$ cat src/design/gls_pkg.sv
package gls_pkg;

	// ----------------------------------------
	// timing
	// ----------------------------------------
	localparam int CLOCK_HZ = 100_000_000;
	localparam int TICK_NS = 1_000_000_000;
	localparam int TICK_CYCLES = TICK_NS / (1_000_000_000 / CLOCK_HZ);
	localparam int QUAL_S = 60;
	localparam int ALMANAC_DS = 125;
	localparam int ALMANAC_S = ALMANAC_DS * 60 / 10;
	localparam int LOCK_HOLD_DEFAULT_S = 15 * 60;
	localparam int SYNC_HOLD_DEFAULT_S = 2 * 3600;
	localparam int HOLD_MAX_S = 24 * 3600;
	localparam int FLASH_PERIOD_S = 3;
	localparam int SEC_W = 17;

	// ----------------------------------------
	// display, timecode and output options
	// ----------------------------------------
	typedef enum logic [0:0] {
		GLS_TC_IRIG_B = 1'b0,
		GLS_TC_IRIG_E = 1'b1
	} gls_tc_kind_t;

	typedef enum logic [0:0] {
		GLS_TC_AM = 1'b0,
		GLS_TC_PWC = 1'b1
	} gls_tc_form_t;

	typedef enum logic [0:0] {
		GLS_CARRIER_1000 = 1'b0,
		GLS_CARRIER_100 = 1'b1
	} gls_carrier_t;

	typedef enum logic [0:0] {
		GLS_FREQ_REF = 1'b0,
		GLS_FREQ_TC = 1'b1
	} gls_freq_sel_t;

	typedef struct packed {
		logic fmt_24h;
		logic local_time;
		logic dst_enable;
	} gls_display_format_command_t;

	typedef struct packed {
		gls_tc_kind_t kind;
		gls_tc_form_t form;
		gls_carrier_t carrier;
		logic signature_en;
	} gls_tc_cfg_t;

	typedef struct packed {
		logic minor_alarm;
		logic major_alarm;
	} gls_alarms_t;

	localparam int CABLE_DELAY_W = 16;

endpackage

$ cat src/design/gls_sec_counter.sv
`timescale 1ns/1ns
// saturating seconds counter: counts ticks while run is high, restarts on clear
module gls_sec_counter #(
	parameter int WIDTH = 17
) (
	input wire logic i_clock,
	input wire logic i_rst_n,
	input wire logic i_clear,
	input wire logic i_run,
	input wire logic i_tick,
	output logic [WIDTH-1:0] o_count
);

	initial begin
		if (WIDTH < 2) begin
			$error("gls_sec_counter: WIDTH too small");
		end
	end

	always_ff @(posedge i_clock or negedge i_rst_n) begin
		if (!i_rst_n) begin
			o_count <= '0;
		end else if (i_clear) begin
			o_count <= '0;
		end else if (i_run && i_tick && (o_count != '1)) begin
			o_count <= o_count + 1'b1;
		end
	end

endmodule

$ cat src/design/gls_supervisor.sv
`timescale 1ns/1ns
// What this block does
// - lock lamp red at reset, green after one minute of qualified tracking
// - lock holdover defaults to 15 minutes, settable up to 24 hours
// - lock lamp stays green while tracking or within lock holdover
// - no satellite and lock holdover expired: lamp red, minor alarm on
// - one minute of reacquired satellite: lock lamp green, minor alarm off
// - sync lamp red at reset: time not yet synchronised
// - sync lamp green only after satellite and a valid or full 12.5 minute almanac
// - sync holdover defaults to two hours, settable up to 24 hours
// - no satellite and sync holdover expired once sync was green: sync red, major alarm on
// - valid almanac: sync green, major off after one minute of tracking
// - invalid or lost almanac: full almanac recovery before sync green
// - adjust oscillator alarm: display shows all eights every three seconds
// - display offers 12 or 24 hour, UTC or local, DST on or off
// - pulse-per-second leading edge delayed by configured cable offset
// - frequency connector gives 10 MHz or the pulse-width timecode
// - timecode is IRIG B or E, amplitude-modulated or pulse-width
// - signature control removes modulation while lock or sync alarm active
// - AM IRIG E carrier 100 or 1000 Hz; AM IRIG B uses 1000 Hz
module gls_supervisor #(
	parameter int TICK_CYCLES = gls_pkg::TICK_CYCLES,
	parameter int CABLE_DELAY_W = gls_pkg::CABLE_DELAY_W
) (
	input wire logic i_clock,
	input wire logic i_rst_n,
	// receiver status
	input wire logic i_sat_qualified,
	input wire logic i_almanac_rx,
	input wire logic i_almanac_valid,
	// holdover configuration, seconds
	input wire logic i_lock_hold_wr,
	input wire logic [gls_pkg::SEC_W-1:0] i_lock_hold_s,
	input wire logic i_sync_hold_wr,
	input wire logic [gls_pkg::SEC_W-1:0] i_sync_hold_s,
	// display
	input wire logic i_adjust_osc_alarm,
	input wire gls_pkg::gls_display_format_command_t i_display_format_command,
	// timing outputs
	input wire logic i_pps_raw,
	input wire logic [CABLE_DELAY_W-1:0] i_cable_delay_command,
	input wire logic i_ref_10mhz,
	input wire logic i_tc_pwc_raw,
	input wire logic i_tc_am_raw,
	input wire gls_pkg::gls_tc_cfg_t i_tc_cfg,
	input wire gls_pkg::gls_freq_sel_t i_freq_sel,
	// status
	output logic o_lock_green,
	output logic o_sync_green,
	output gls_pkg::gls_alarms_t o_alarms,
	output logic o_display_all_eights,
	output gls_pkg::gls_display_format_command_t o_display_format,
	output logic o_pps,
	output logic o_freq_out,
	output logic o_tc_pwc,
	output logic o_tc_am,
	output gls_pkg::gls_tc_cfg_t o_tc_cfg_eff
);

	localparam int TW = $clog2(TICK_CYCLES + 1);
	localparam int SW = gls_pkg::SEC_W;

	initial begin
		if (TICK_CYCLES < 2) begin
			$error("gls_supervisor: TICK_CYCLES too small");
		end
		if (CABLE_DELAY_W < 1 || CABLE_DELAY_W > 24) begin
			$error("gls_supervisor: CABLE_DELAY_W out of range");
		end
		if (gls_pkg::HOLD_MAX_S >= (1 << SW)) begin
			$error("gls_supervisor: SEC_W cannot hold 24 hours");
		end
	end

	// ----------------------------------------
	// one-second tick
	// ----------------------------------------
	logic [TW-1:0] tick_cnt;
	logic tick;

	always_ff @(posedge i_clock or negedge i_rst_n) begin
		if (!i_rst_n) begin
			tick_cnt <= '0;
			tick <= 1'b0;
		end else if (tick_cnt == TW'(TICK_CYCLES - 1)) begin
			tick_cnt <= '0;
			tick <= 1'b1;
		end else begin
			tick_cnt <= tick_cnt + 1'b1;
			tick <= 1'b0;
		end
	end

	// ----------------------------------------
	// holdover configuration
	// ----------------------------------------
	logic [SW-1:0] lock_hold;
	logic [SW-1:0] sync_hold;

	// values past 24 hours are clamped rather than refused
	always_ff @(posedge i_clock or negedge i_rst_n) begin
		if (!i_rst_n) begin
			lock_hold <= SW'(gls_pkg::LOCK_HOLD_DEFAULT_S);
		end else if (i_lock_hold_wr) begin
			lock_hold <= (i_lock_hold_s > SW'(gls_pkg::HOLD_MAX_S)) ? SW'(gls_pkg::HOLD_MAX_S) : i_lock_hold_s;
		end
	end

	always_ff @(posedge i_clock or negedge i_rst_n) begin
		if (!i_rst_n) begin
			sync_hold <= SW'(gls_pkg::SYNC_HOLD_DEFAULT_S);
		end else if (i_sync_hold_wr) begin
			sync_hold <= (i_sync_hold_s > SW'(gls_pkg::HOLD_MAX_S)) ? SW'(gls_pkg::HOLD_MAX_S) : i_sync_hold_s;
		end
	end

	// ----------------------------------------
	// second counters
	// ----------------------------------------
	logic sat_prev;
	logic sat_edge;
	logic [SW-1:0] qual_s;
	logic [SW-1:0] loss_s;
	logic [SW-1:0] alm_s;

	always_ff @(posedge i_clock or negedge i_rst_n) begin
		if (!i_rst_n) begin
			sat_prev <= 1'b0;
		end else begin
			sat_prev <= i_sat_qualified;
		end
	end

	assign sat_edge = sat_prev != i_sat_qualified;

	// tracked time, restarted whenever the satellite is gained or lost
	gls_sec_counter #(.WIDTH(SW)) u_qual (
		.i_clock(i_clock),
		.i_rst_n(i_rst_n),
		.i_clear(sat_edge),
		.i_run(i_sat_qualified),
		.i_tick(tick),
		.o_count(qual_s)
	);

	// time since last qualified satellite
	gls_sec_counter #(.WIDTH(SW)) u_loss (
		.i_clock(i_clock),
		.i_rst_n(i_rst_n),
		.i_clear(sat_edge),
		.i_run(!i_sat_qualified),
		.i_tick(tick),
		.o_count(loss_s)
	);

	// almanac reception time; lost with the almanac itself
	gls_sec_counter #(.WIDTH(SW)) u_alm (
		.i_clock(i_clock),
		.i_rst_n(i_rst_n),
		.i_clear(!i_almanac_rx && !i_almanac_valid),
		.i_run(i_almanac_rx && i_sat_qualified),
		.i_tick(tick),
		.o_count(alm_s)
	);

	logic qual_minute;
	logic lock_expired;
	logic sync_expired;
	logic almanac_ok;

	assign qual_minute = i_sat_qualified && (qual_s >= SW'(gls_pkg::QUAL_S));
	// holdover runs from the last tracked second; zero holdover expires at once
	assign lock_expired = !i_sat_qualified && (loss_s >= lock_hold);
	assign sync_expired = !i_sat_qualified && (loss_s >= sync_hold);
	assign almanac_ok = i_almanac_valid || (alm_s >= SW'(gls_pkg::ALMANAC_S));

	// ----------------------------------------
	// lock lamp and minor alarm
	// ----------------------------------------
	always_ff @(posedge i_clock or negedge i_rst_n) begin
		if (!i_rst_n) begin
			o_lock_green <= 1'b0;
			o_alarms.minor_alarm <= 1'b0;
		end else if (qual_minute) begin
			o_lock_green <= 1'b1;
			o_alarms.minor_alarm <= 1'b0;
		end else if (lock_expired) begin
			o_lock_green <= 1'b0;
			o_alarms.minor_alarm <= 1'b1;
		end
	end

	// ----------------------------------------
	// sync lamp and major alarm
	// ----------------------------------------
	// the major alarm is only raised after sync had been reached once
	always_ff @(posedge i_clock or negedge i_rst_n) begin
		if (!i_rst_n) begin
			o_sync_green <= 1'b0;
			o_alarms.major_alarm <= 1'b0;
		end else if (qual_minute && almanac_ok) begin
			o_sync_green <= 1'b1;
			o_alarms.major_alarm <= 1'b0;
		end else if (sync_expired && o_sync_green) begin
			o_sync_green <= 1'b0;
			o_alarms.major_alarm <= 1'b1;
		end
	end

	// ----------------------------------------
	// display
	// ----------------------------------------
	logic [1:0] flash_s;

	always_ff @(posedge i_clock or negedge i_rst_n) begin
		if (!i_rst_n) begin
			flash_s <= '0;
		end else if (!i_adjust_osc_alarm) begin
			flash_s <= '0;
		end else if (tick) begin
			flash_s <= (flash_s == 2'(gls_pkg::FLASH_PERIOD_S - 1)) ? 2'h0 : flash_s + 1'b1;
		end
	end

	// one second of eights in every three
	always_ff @(posedge i_clock or negedge i_rst_n) begin
		if (!i_rst_n) begin
			o_display_all_eights <= 1'b0;
		end else begin
			o_display_all_eights <= i_adjust_osc_alarm && (flash_s == 2'h0);
		end
	end

	always_ff @(posedge i_clock or negedge i_rst_n) begin
		if (!i_rst_n) begin
			o_display_format <= '0;
		end else begin
			o_display_format <= i_display_format_command;
		end
	end

	// ----------------------------------------
	// pulse-per-second delay
	// ----------------------------------------
	// only one pulse edge in flight; delays must stay below one second
	logic pps_prev;
	logic pps_pending;
	logic [CABLE_DELAY_W-1:0] pps_cnt;

	always_ff @(posedge i_clock or negedge i_rst_n) begin
		if (!i_rst_n) begin
			pps_prev <= 1'b0;
			pps_pending <= 1'b0;
			pps_cnt <= '0;
			o_pps <= 1'b0;
		end else begin
			pps_prev <= i_pps_raw;
			if (i_pps_raw && !pps_prev) begin
				pps_pending <= 1'b1;
				pps_cnt <= i_cable_delay_command;
			end else if (pps_pending && pps_cnt != '0) begin
				pps_cnt <= pps_cnt - 1'b1;
			end else if (pps_pending) begin
				pps_pending <= 1'b0;
			end
			if (pps_pending && pps_cnt == '0) begin
				o_pps <= 1'b1;
			end else if (!i_pps_raw) begin
				o_pps <= 1'b0;
			end
		end
	end

	// ----------------------------------------
	// timecode and frequency connector
	// ----------------------------------------
	gls_pkg::gls_tc_cfg_t next_tc_cfg;
	logic tc_mute;

	always_comb begin
		next_tc_cfg = i_tc_cfg;
		if (i_tc_cfg.kind == gls_pkg::GLS_TC_IRIG_B) begin
			next_tc_cfg.carrier = gls_pkg::GLS_CARRIER_1000;
		end
	end

	assign tc_mute = next_tc_cfg.signature_en && (o_alarms.minor_alarm || o_alarms.major_alarm);

	always_ff @(posedge i_clock or negedge i_rst_n) begin
		if (!i_rst_n) begin
			o_tc_cfg_eff <= '0;
			o_tc_pwc <= 1'b0;
			o_tc_am <= 1'b0;
			o_freq_out <= 1'b0;
		end else begin
			o_tc_cfg_eff <= next_tc_cfg;
			o_tc_pwc <= i_tc_pwc_raw && !tc_mute;
			o_tc_am <= (next_tc_cfg.form == gls_pkg::GLS_TC_AM) && i_tc_am_raw && !tc_mute;
			case (i_freq_sel)
				gls_pkg::GLS_FREQ_TC: begin
					o_freq_out <= i_tc_pwc_raw && !tc_mute;
				end
				default: begin
					o_freq_out <= i_ref_10mhz;
				end
			endcase
		end
	end

endmodule

$ cat config.mk
export PLATFORM = sky130hd
export DESIGN_NAME = gls_supervisor
export DESIGN_NICKNAME = d
export VERILOG_FILES = /design/src/design/gls_pkg.sv /design/src/design/gls_sec_counter.sv /design/src/design/gls_supervisor.sv
export SDC_FILE = /design/constraint.sdc
export NUM_CORES = 1
export LEC_CHECK = 0
export ABC_CLOCK_PERIOD_IN_PS = 2760
export BUFFER_PORTS_ARGS = -buffer_cell sky130_fd_sc_hd__buf_2
export CAP_MARGIN = 20
export CORE_AREA = 8 8 116 199
export CTS_BUF_LIST = sky130_fd_sc_hd__clkbuf_2
export DETAILED_ROUTE_END_ITERATION = 16
export DIE_AREA = 0 0 124 207
export PLACE_DENSITY_LB_ADDON = 0.05
export SLEW_MARGIN = 5
export SYNTH_ARGS = -nofsm -noshare
export SYNTH_HDL_FRONTEND = slang
export SYNTH_SLANG_ARGS = --single-unit
$ cat constraint.sdc
create_clock -name i_clock -period 2.76 [get_ports i_clock]
set_input_delay 0.414 -clock i_clock [delete_from_list [all_inputs] [get_ports i_clock]]
set_output_delay 0.414 -clock i_clock [all_outputs]
set_load 0.02 [all_outputs]
==> results.toml, run 1 <==
[worst_setup_path]
path_delay_family = "simple AND/OR/NAND/NOR gates"
crit_buf_inv = 0
rr_worst_depth = 10
critPathMaxFanout = 5
r2r_end = "u_loss.o_count[8]$_DFFE_PN0P_"
slowest_delay_ns = 0.47
worst_setup_path_start_kind = "register"
cp.arrival_ns = 3.24
r2r-start = "u_loss.o_count[8]$_DFFE_PN0P_"
path_cells = "and4_1 -> and4_1 -> nand3_1 -> nor3_1 -> ha_1 -> or3b_1 -> nor3_2 -> and3_1 -> xnor2_1 -> nor2_1"
crit_type = "register to register"
critPathLaunch = "u_loss.o_count[8]$_DFFE_PN0P_"
crit_path_frequent_cell = "and4_1"
r2r_slack_ns = 0.16
required_ns = 3.40
slowest_stage = "dfrtp_1"
critical_path.endpoint_type = "register"

[yosys]
yosysWarningCount = 0
synthFlopType = "dfrtp_1"
avgSynthCellArea_sq_um = 9.721
synth_edf_count = 0
seq_area_frac_synth = 0.4821
async_flop_share = 1.000
yosys_register_bits = 150
synthDistinctLibCells = 66
synth_cells = 803
synth_area_sq_um = 7806
synth_nets = 917

[sta]
tns_ns = 0
tightest_slew_ns = 1.207
slew-limit-headroom = 0.1956
rsz0062_at_grt = "false"
setup_viol = 0
fin_crit_ns = 2.600
period_share = 0.9420
slew_viol_final = 0
finalClockSkew_ns = 0.02519
hold_ws_ns = 0.1035
max_freq_ghz = 0.3846
hold_viol = 0

[clocking]
cts_root_buf = "clkbuf_2"
htreeDepth = 4
cts_buffers = 17
post_cts_buffers = 0
cts_buffer_depth = 2
cts_sinks = 150
clk_latency_ns = 0.74
clk_pin_slew_ns = 0.21
cts_tree = "done"

[hold_path]
min_path_cells = 3
hold_path.class = "input pin to register"
holdPathEnd = "lock_hold[16]$_DFFE_PN0P_"
worstHoldStart = "i_lock_hold_wr"

[place]
routabilityCongestion = 0.8230
dpl.hpwl_um = 14860
port_buffers = 85

[floorplanning]
die_w_um = 124
pin_count = 86
core-area_sq_um = 20490
start_util = 0.3809
rows = 70
die_area_sq_um = 25670
die_h_um = 207

[drt]
ant_nets = 0
remaining_drc_errors = 0
num_vias = 6423
routedWlPerCell_um = 16.31
via_per_inst = 5.184
routed_wl_um = 20200
drt-pass1-iter-count = 4
drtIter0Drc = 199

[status]
status = "complete, no violations"

[power_and_ir_drop]
power.density_nw_per_um2 = 442.8
peakVddDrop_uv = 247.1
p_total_w = 0.004232
total_leakage_power_nw = 4.423

[global_routing]
grt.total_usage = 0.1656
grt_pass1_wl_um = 33470
grt_pass1_vias = 6828
antenna_found_initial = 1
grt-ovfl-total = 0
grt_max_degree = 47

[cells_and_area]
fillers = 2001
layout_commonest_cell = "dfrtp_1"
final_cell_mix = "142 x dfrtp_1, 88 x nor2_1, 84 x buf_2"
syn_to_final_growth_pct = 22.44
fin_nets = 1087
drive_gt1_frac = 0.1704

[job]
max_cap_violations = 0
-- where the power goes --
| part | switching (W) | total [W] | internal [W] |
|---|---|---|---|
| logic | 0.000322 | 0.000596 | 0.000273 |
| registers | 0.0000970 | 0.00242 | 0.00232 |
| clock network | 0.000805 | 0.00122 | 0.000414 |
| total | 0.00122 | 0.00423 | 0.00301 |
-- per-stage QoR --
step                  util  setup WS, ns  std cells  area, sq um
finish              0.4664        0.1602       1239         9558
global route        0.4664      0.002654       1239         9558
CTS                 0.4659        0.1382       1238         9549
detailed placement  0.4201        0.1652       1135         8610
global placement    0.4201        0.2028       1135         8610
floorplan                -        0.3617        803         7806
-- tightest hold or removal path, stage by stage --
cell,delay (ns)
buf_2,0.22
nand2_1,0.11
o21ai_0,0.07
-- flip-flops by register name (all words and copies together), names as in the netlist, 2 cells and up --
signal and count:
u_alm.o_count 17, u_loss.o_count 17, pps_cnt 16, lock_hold 17
o_tc_cfg_eff 4, u_qual.o_count 17, sync_hold 17, tick_cnt 27
o_alarms 2, o_display_format 3, flash_s 2
-- repair_timing --
| action | 4_1_cts | 5_1_grt |
|---|---|---|
| hold buffers | 71 | 0 |
| gates resized for setup | 0 | 1 |
| setup endpoints to repair | 0 | 2 |
| endpoints found under the hold margin | 205 | 0 |
-- area by class of cell --
type	instances	area, sq um	share of cell area
Clock inverter	13	133.9	0.01401
Antenna cell	1	2.502	0.0002618
Tap cell	252	315.3	0.03299
Timing Repair Buffer	175	1297	0.1358
Multi-Input combinational cell	564	3706	0.3877
Clock buffer	19	95.09	0.009949
Sequential cell	150	3764	0.3938
Inverter	65	244.0	0.02553
-- cell usage after synthesis, drive strengths merged (10+ instances only) --
| cell | number | area [sq um] |
|---|---|---|
| ha | 44 | 550.5 |
| xnor2 | 25 | 219.0 |
| nand2 | 65 | 244.0 |
| nand4 | 28 | 175.2 |
| a21oi | 20 | 103.9 |
| nor3 | 19 | 115.1 |
| clkbuf | 18 | 67.56 |
| xor2 | 49 | 429.2 |
| dfrtp | 142 | 3553 |
| o21ai | 39 | 198.9 |
| a22o | 15 | 140.1 |
| nor2 | 88 | 330.3 |
| and4 | 12 | 105.1 |
| o22ai | 10 | 62.56 |
| and3 | 14 | 87.58 |
| nand3 | 44 | 220.2 |
| inv | 65 | 244.0 |
-- cell families (layout without fill, tap and decap cells) --
kind of cell    count (synthesis)  in the layout  synth area share
compound gates                124            124            0.1068
xor+xnor                       74             74           0.08303
fa+ha+maj                      44             44           0.07052
buf+inv                        89            272           0.04488
flops                         150            150            0.4821
mux                             3              3          0.004167
other cells                     0              1                 0
simple gates                  319            319            0.2085
-- worst max-delay path by stage --
stage          cells after the start                              to  slack, ns
2_1_floorplan                     10   u_loss.o_count[9]$_DFFE_PN0P_       0.36
6_report                          10   u_loss.o_count[8]$_DFFE_PN0P_       0.16
5_1_grt                           10  u_loss.o_count[12]$_DFFE_PN0P_      0.003
4_1_cts                           10   u_loss.o_count[9]$_DFFE_PN0P_       0.14
3_3_place_gp                      10   u_loss.o_count[9]$_DFFE_PN0P_       0.20
3_5_place_dp                      10   u_loss.o_count[9]$_DFFE_PN0P_       0.17
-- routing by layer --
layer,global-route usage,up-vias,part of all wire,wire length (um)
met4,0.06807,0,0.026,520
met5,0,-,0,0
li1,-,3143,-,-
met1,0.1700,3123,0.37,7528
met2,0.3119,123,0.57,11470
met3,0.03105,34,0.034,687
(Power assumes the default switching activity.)
==> run 2, diff against run 1 <==
--- a/config.mk
+++ b/config.mk
@@ -5,7 +5,6 @@
 export SDC_FILE = /design/constraint.sdc
 export NUM_CORES = 1
 export LEC_CHECK = 0
-export ABC_CLOCK_PERIOD_IN_PS = 2760
 export BUFFER_PORTS_ARGS = -buffer_cell sky130_fd_sc_hd__buf_2
 export CAP_MARGIN = 20
 export CORE_AREA = 8 8 116 199
==> constraint.sdc (replaced) <==
create_clock -name i_clock -period 2.9 [get_ports i_clock]
set_input_delay 0.435 -clock i_clock [delete_from_list [all_inputs] [get_ports i_clock]]
set_output_delay 0.435 -clock i_clock [all_outputs]
set_load 0.02 [all_outputs]
==> run 2 against run 1 <==
Final cell count shrank 0.73%. Fmax fell by 3.2%. Largest cell class unchanged. Routed wire length up 0.60%. Clock power rose by 12%. Core utilization down 0.11 points. Highest routed layer unchanged. Register-to-register slack better by 0.05 ns. Flip-flop and latch count stayed put. Sequential share of layout area up 0.093 points.
==> results.toml, run 2 (synthesized netlist as in run 1, its figures left out) <==
[status]
status = "complete, no violations"

[power_and_ir_drop]
total_leakage_power_nw = 4.393
p_total_w = 0.004234
power.density_nw_per_um2 = 444.0
peakVddDrop_uv = 289.4

[drt]
remaining_drc_errors = 0
drt-pass1-iter-count = 4
routedWlPerCell_um = 16.52
ant_nets = 0
dr_wl_met3_um = 656
highest_layer = "met4"
routed_wl_um = 20330
wirelength_met1_um = 7664
via_per_inst = 5.233
num_vias = 6437
wl_met2_um = 11300
drtIter0Drc = 213

[floorplanning]
die_w_um = 124
die_area_sq_um = 25670
start_util = 0.3809
pin_count = 86
die_h_um = 207
core-area_sq_um = 20490
rows = 70

[cells_and_area]
fillers = 1986
regMostFlops = "tick_cnt"
seq_area_sq_um = 3764
drive_gt1_frac = 0.1639
final_cell_count_no_fill = 1230
final_cell_mix = "142 x dfrtp_1, 88 x nor2_1, 84 x buf_2"
syn_to_final_growth_pct = 22.15
layout_commonest_cell = "dfrtp_1"
largest_register_ffs = 27
post-route-util = 0.4653
fin_nets = 1077
multi_input_area_sq_um = 3700

[clocking]
cts_buffer_depth = 2
htreeDepth = 4
post_cts_resized = 0
cts_sinks = 150
cts_root_buf = "clkbuf_2"
postCtsHoldBufs = 70
post_cts_buffers = 0
cts_buffers = 17
clk_pin_slew_ns = 0.23
cts_tree = "done"
clk_latency_ns = 0.74

[job]
max_cap_violations = 0

[global_routing]
grt_pass1_vias = 7018
grt_max_degree = 65
grt_pass1_wl_um = 34360
grt.total_usage = 0.1692
grt-ovfl-total = 0
antenna_found_initial = 1

[sta]
setup_viol = 0
slew-limit-headroom = 0.2467
fin_crit_ns = 2.686
period_share = 0.9264
finalClockSkew_ns = 0.02694
hold_ws_ns = 0.1234
rsz0062_at_grt = "false"
slew_viol_final = 0
tightest_slew_ns = 1.130
max_freq_ghz = 0.3722
hold_viol = 0
tns_ns = 0

[place]
port_buffers = 85
dp_cells = 1126
dpl.hpwl_um = 15000
routabilityCongestion = 0.8178

[worst_setup_path]
path_cells = "and4_1 -> and4_1 -> nand3_1 -> nor2_1 -> ha_1 -> and3b_1 -> nand3_1 -> or3_1 -> a21oi_1"
path_delay_family = "simple AND/OR/NAND/NOR gates"
crit_type = "register to register"
required_ns = 3.57
critical_path.endpoint_type = "register"
slowest_stage = "dfrtp_1"
critPathMaxFanout = 12
cp.arrival_ns = 3.36
crit_buf_inv = 0
slowest_delay_ns = 0.49
worst_setup_path_start_kind = "register"

[hold_path]
hold_path.class = "input pin to register"
run 2: changes by cell type in the layout (fill, tap and decap cells not counted), sizes merged, moves of 2 or more:
| cell | delta |
|---|---|
| buf | -9 |
| clkinvlp | -3 |
| bufinv | +2 |
| clkbuf | -2 |
| inv | +2 |
run 2: final timing paths:
check	start	cells after the start	slack, ns	endpoint
max in group asynchronous	i_rst_n	3	1.90	sync_hold[5]$_DFFE_PN1P_
hold reg to reg	tick_cnt[6]$_DFF_PN0_	1	0.49	tick_cnt[6]$_DFF_PN0_
min in group asynchronous	i_rst_n	2	0.20	sync_hold[15]$_DFFE_PN0P_
setup / recovery	u_qual.o_count[6]$_DFFE_PN0P_	9	0.21	u_qual.o_count[11]$_DFFE_PN0P_
hold / removal	i_lock_hold_wr	3	0.12	lock_hold[14]$_DFFE_PN0P_
setup reg to reg	u_qual.o_count[6]$_DFFE_PN0P_	9	0.21	u_qual.o_count[11]$_DFFE_PN0P_
run 2: worst reg2reg max path, delay by kind of cell (launching register included):
| family | cells | cell delay [ns] |
|---|---|---|
| compound gates | 1 | 0.14 |
| fa+ha+maj | 1 | 0.17 |
| flops | 1 | 0.49 |
| simple gates | 7 | 1.82 |
run 2: report_power, final:
group | internal (W) | switching [W]
registers | 0.00221 | 0.0000923
clock network | 0.000573 | 0.000793
logic | 0.000256 | 0.000311
total | 0.00304 | 0.00120
run 2: layer usage:
layer	vias up	track usage
met5	-	0
met4	0	0.07673
met3	42	0.03159
met2	111	0.3128
met1	3163	0.1759
li1	3121	-
run 2: metrics by stage:
| step | cell area [sq um] | setup slack (ns) |
|---|---|---|
| 6_report | 9535 | 0.2136 |
| 5_1_grt | 9535 | 0.01858 |
| 4_1_cts | 9530 | 0.2030 |
| 3_5_place_dp | 8542 | 0.2525 |
| 3_3_place_gp | 8542 | 0.3044 |
| 2_1_floorplan | 7806 | 0.5017 |
run 2: cell type report:
class                      instances  area share
clock buffer                      17    0.008923
clock inverter                    15     0.02126
inverter                          65     0.02559
tap                              252     0.03307
multi-input combinational        564      0.3880
timing repair buffer             165      0.1279
sequential                       150      0.3947
antenna                            2   0.0005249
==> run 3, diff against run 2 <==
--- a/config.mk
+++ b/config.mk
@@ -5,12 +5,12 @@
 export SDC_FILE = /design/constraint.sdc
 export NUM_CORES = 1
 export LEC_CHECK = 0
-export BUFFER_PORTS_ARGS = -buffer_cell sky130_fd_sc_hd__buf_2
+export BUFFER_PORTS_ARGS = -buffer_cell sky130_fd_sc_hd__buf_4
 export CAP_MARGIN = 20
-export CORE_AREA = 8 8 116 199
+export CORE_AREA = 8 8 159 146
 export CTS_BUF_LIST = sky130_fd_sc_hd__clkbuf_2
 export DETAILED_ROUTE_END_ITERATION = 16
-export DIE_AREA = 0 0 124 207
+export DIE_AREA = 0 0 167 154
 export PLACE_DENSITY_LB_ADDON = 0.05
 export SLEW_MARGIN = 5
 export SYNTH_ARGS = -nofsm -noshare
==> run 3 against run 2 <==
Routed wire length down 6.5%. Final cell count up 0.98%. Power down 3.4%. Count of clock-buffer cells in the layout unchanged. Core utilization up 1.2 points. Sequential share of layout area down 0.93 points. First-iteration DRC count up 53%. Final area up 2.4%. Highest routed layer unchanged.
==> results.toml, run 3 (synthesized netlist as in run 1, its figures left out) <==
[sta]
slew_viol_final = 0
max_freq_ghz = 0.3757
rsz0062_at_grt = "false"
setup_viol = 0
finalClockSkew_ns = 0.03786
tns_ns = 0
hold_viol = 0
tightest_slew_ns = 1.170
period_share = 0.9178
slew-limit-headroom = 0.2200
hold_ws_ns = 0.2121
fin_crit_ns = 2.662

[floorplanning]
die_area_sq_um = 25720
pin_count = 86
die_w_um = 167
die_h_um = 154
core-area_sq_um = 20460
start_util = 0.3816
rows = 50

[clocking]
clk_pin_slew_ns = 0.26
post_cts_resized = 0
clk_latency_ns = 0.71
cts_root_buf = "clkbuf_2"
cts_tree = "done"
htreeDepth = 4
post_cts_buffers = 0
cts_buffers = 17
cts_buffer_depth = 2
cts_sinks = 150

[worst_setup_path]
critPathMaxFanout = 13
slowest_stage = "a32oi_1"
cp.arrival_ns = 3.26
slowest_delay_ns = 0.94
required_ns = 3.50
critical_path.endpoint_type = "register"
crit_path_frequent_cell = "dlygate4sd3_1"
worst_setup_path_start_kind = "input pin"
path_cells = "dlygate4sd3_1 -> buf_4 -> nor4_1 -> a41oi_1 -> o211ai_1 -> a32oi_1 -> o22ai_1 -> dlygate4sd3_1"
crit_type = "input pin to register"

[cells_and_area]
post-route-util = 0.4773
final_cell_mix = "142 x dfrtp_1, 91 x buf_4, 88 x nor2_1"
fin_nets = 1083
drive_gt1_frac = 0.1599
regMostFlops = "tick_cnt"
layout_commonest_cell = "dfrtp_1"
syn_to_final_growth_pct = 25.08
largest_register_ffs = 27
antenna_cells = 0

[power_and_ir_drop]
power.density_nw_per_um2 = 418.9
p_total_w = 0.004090
total_leakage_power_nw = 4.466
peakVddDrop_uv = 295.6

[drt]
via_per_inst = 5.071
num_vias = 6298
routed_wl_um = 19000
drt-pass1-iter-count = 4
ant_nets = 0
drtIter0Drc = 326
routedWlPerCell_um = 15.30
remaining_drc_errors = 0

[global_routing]
antenna_found_initial = 0
grt-ovfl-total = 0
grt_max_degree = 55
grt_pass1_wl_um = 32100
grt_pass1_vias = 6451
grt.total_usage = 0.1505

[place]
dpl.hpwl_um = 13540
routabilityCongestion = 0.8036
port_buffers = 85

[status]
status = "complete, no violations"

[job]
max_cap_violations = 0

[hold_path]
hold_path.class = "input pin to asynchronous set/reset pin"
==> run 3: cell types whose count changed in the layout (fill, tap and decap cells not counted), sizes merged <==
cell	previous run	this run
buf	95	93
bufinv	4	2
dlygate4sd3	70	78
inv	67	69
diode	2	0
==> run 3: cell type report <==
class	count	area, sq um
fillers	1928	10690
flip-flops and latches	150	3764
multi-input cells	564	3700
repair buffers	171	1495
well taps	260	325.3
inverters	65	244.0
clock inverters	15	151.4
clock buffers	17	85.08
==> run 3: through the flow <==
step / instances / instance area (sq um) / setup WS, ns
after floorplan: 803 / 7806 / 0.5017
after global placement: 1132 / 8747 / 0.3214
after detailed placement: 1132 / 8747 / 0.2968
after CTS: 1241 / 9754 / 0.2422
after global routing: 1242 / 9764 / 0.02953
final: 1242 / 9764 / 0.2385
==> run 3: where the power goes <==
part           internal [W]  total [W]  switching [W]
registers           0.00221    0.00230      0.0000892
clock network      0.000399    0.00119       0.000795
logic              0.000295   0.000598       0.000302
==> run 3: worst paths after layout <==
check                                              start                             to  slack, ns  depth (start not counted)
max in group asynchronous                        i_rst_n       lock_hold[2]$_DFFE_PN1P_       1.91                          3
min                                              i_rst_n         tick_cnt[17]$_DFF_PN0_       0.21                          2
max reg2reg                u_qual.o_count[6]$_DFFE_PN0P_  u_qual.o_count[9]$_DFFE_PN0P_       0.26                          9
min reg2reg                        tick_cnt[0]$_DFF_PN0_          tick_cnt[0]$_DFF_PN0_       0.48                          1
min in group i_clock                   i_sync_hold_s[15]      sync_hold[14]$_DFFE_PN0P_       0.33                          5
max                                     i_lock_hold_s[4]       lock_hold[3]$_DFFE_PN0P_       0.24                          8
==> run 3: critical path, delay by kind of cell <==
family | cells | cell delay (ns)
AO/OA/AOI/OAI | 4 | 1.53
AND/OR/NAND/NOR | 1 | 0.04
buffers and inverters | 3 | 1.26
==> run 3: layer usage <==
layer  up-vias  track usage  share of wire
met1      3053       0.1940           0.48
met3        12      0.04095          0.038
met4         0      0.03086         0.0070
li1       3134            -              -
met5         -            0              0
met2        99       0.2495           0.48
==> run 3: timing repair <==
| action | CTS | global route |
|---|---|---|
| hold buffers | 77 | 1 |
| endpoints found under the hold margin | 118 | 7 |
| setup endpoints to repair | 0 | 0 |
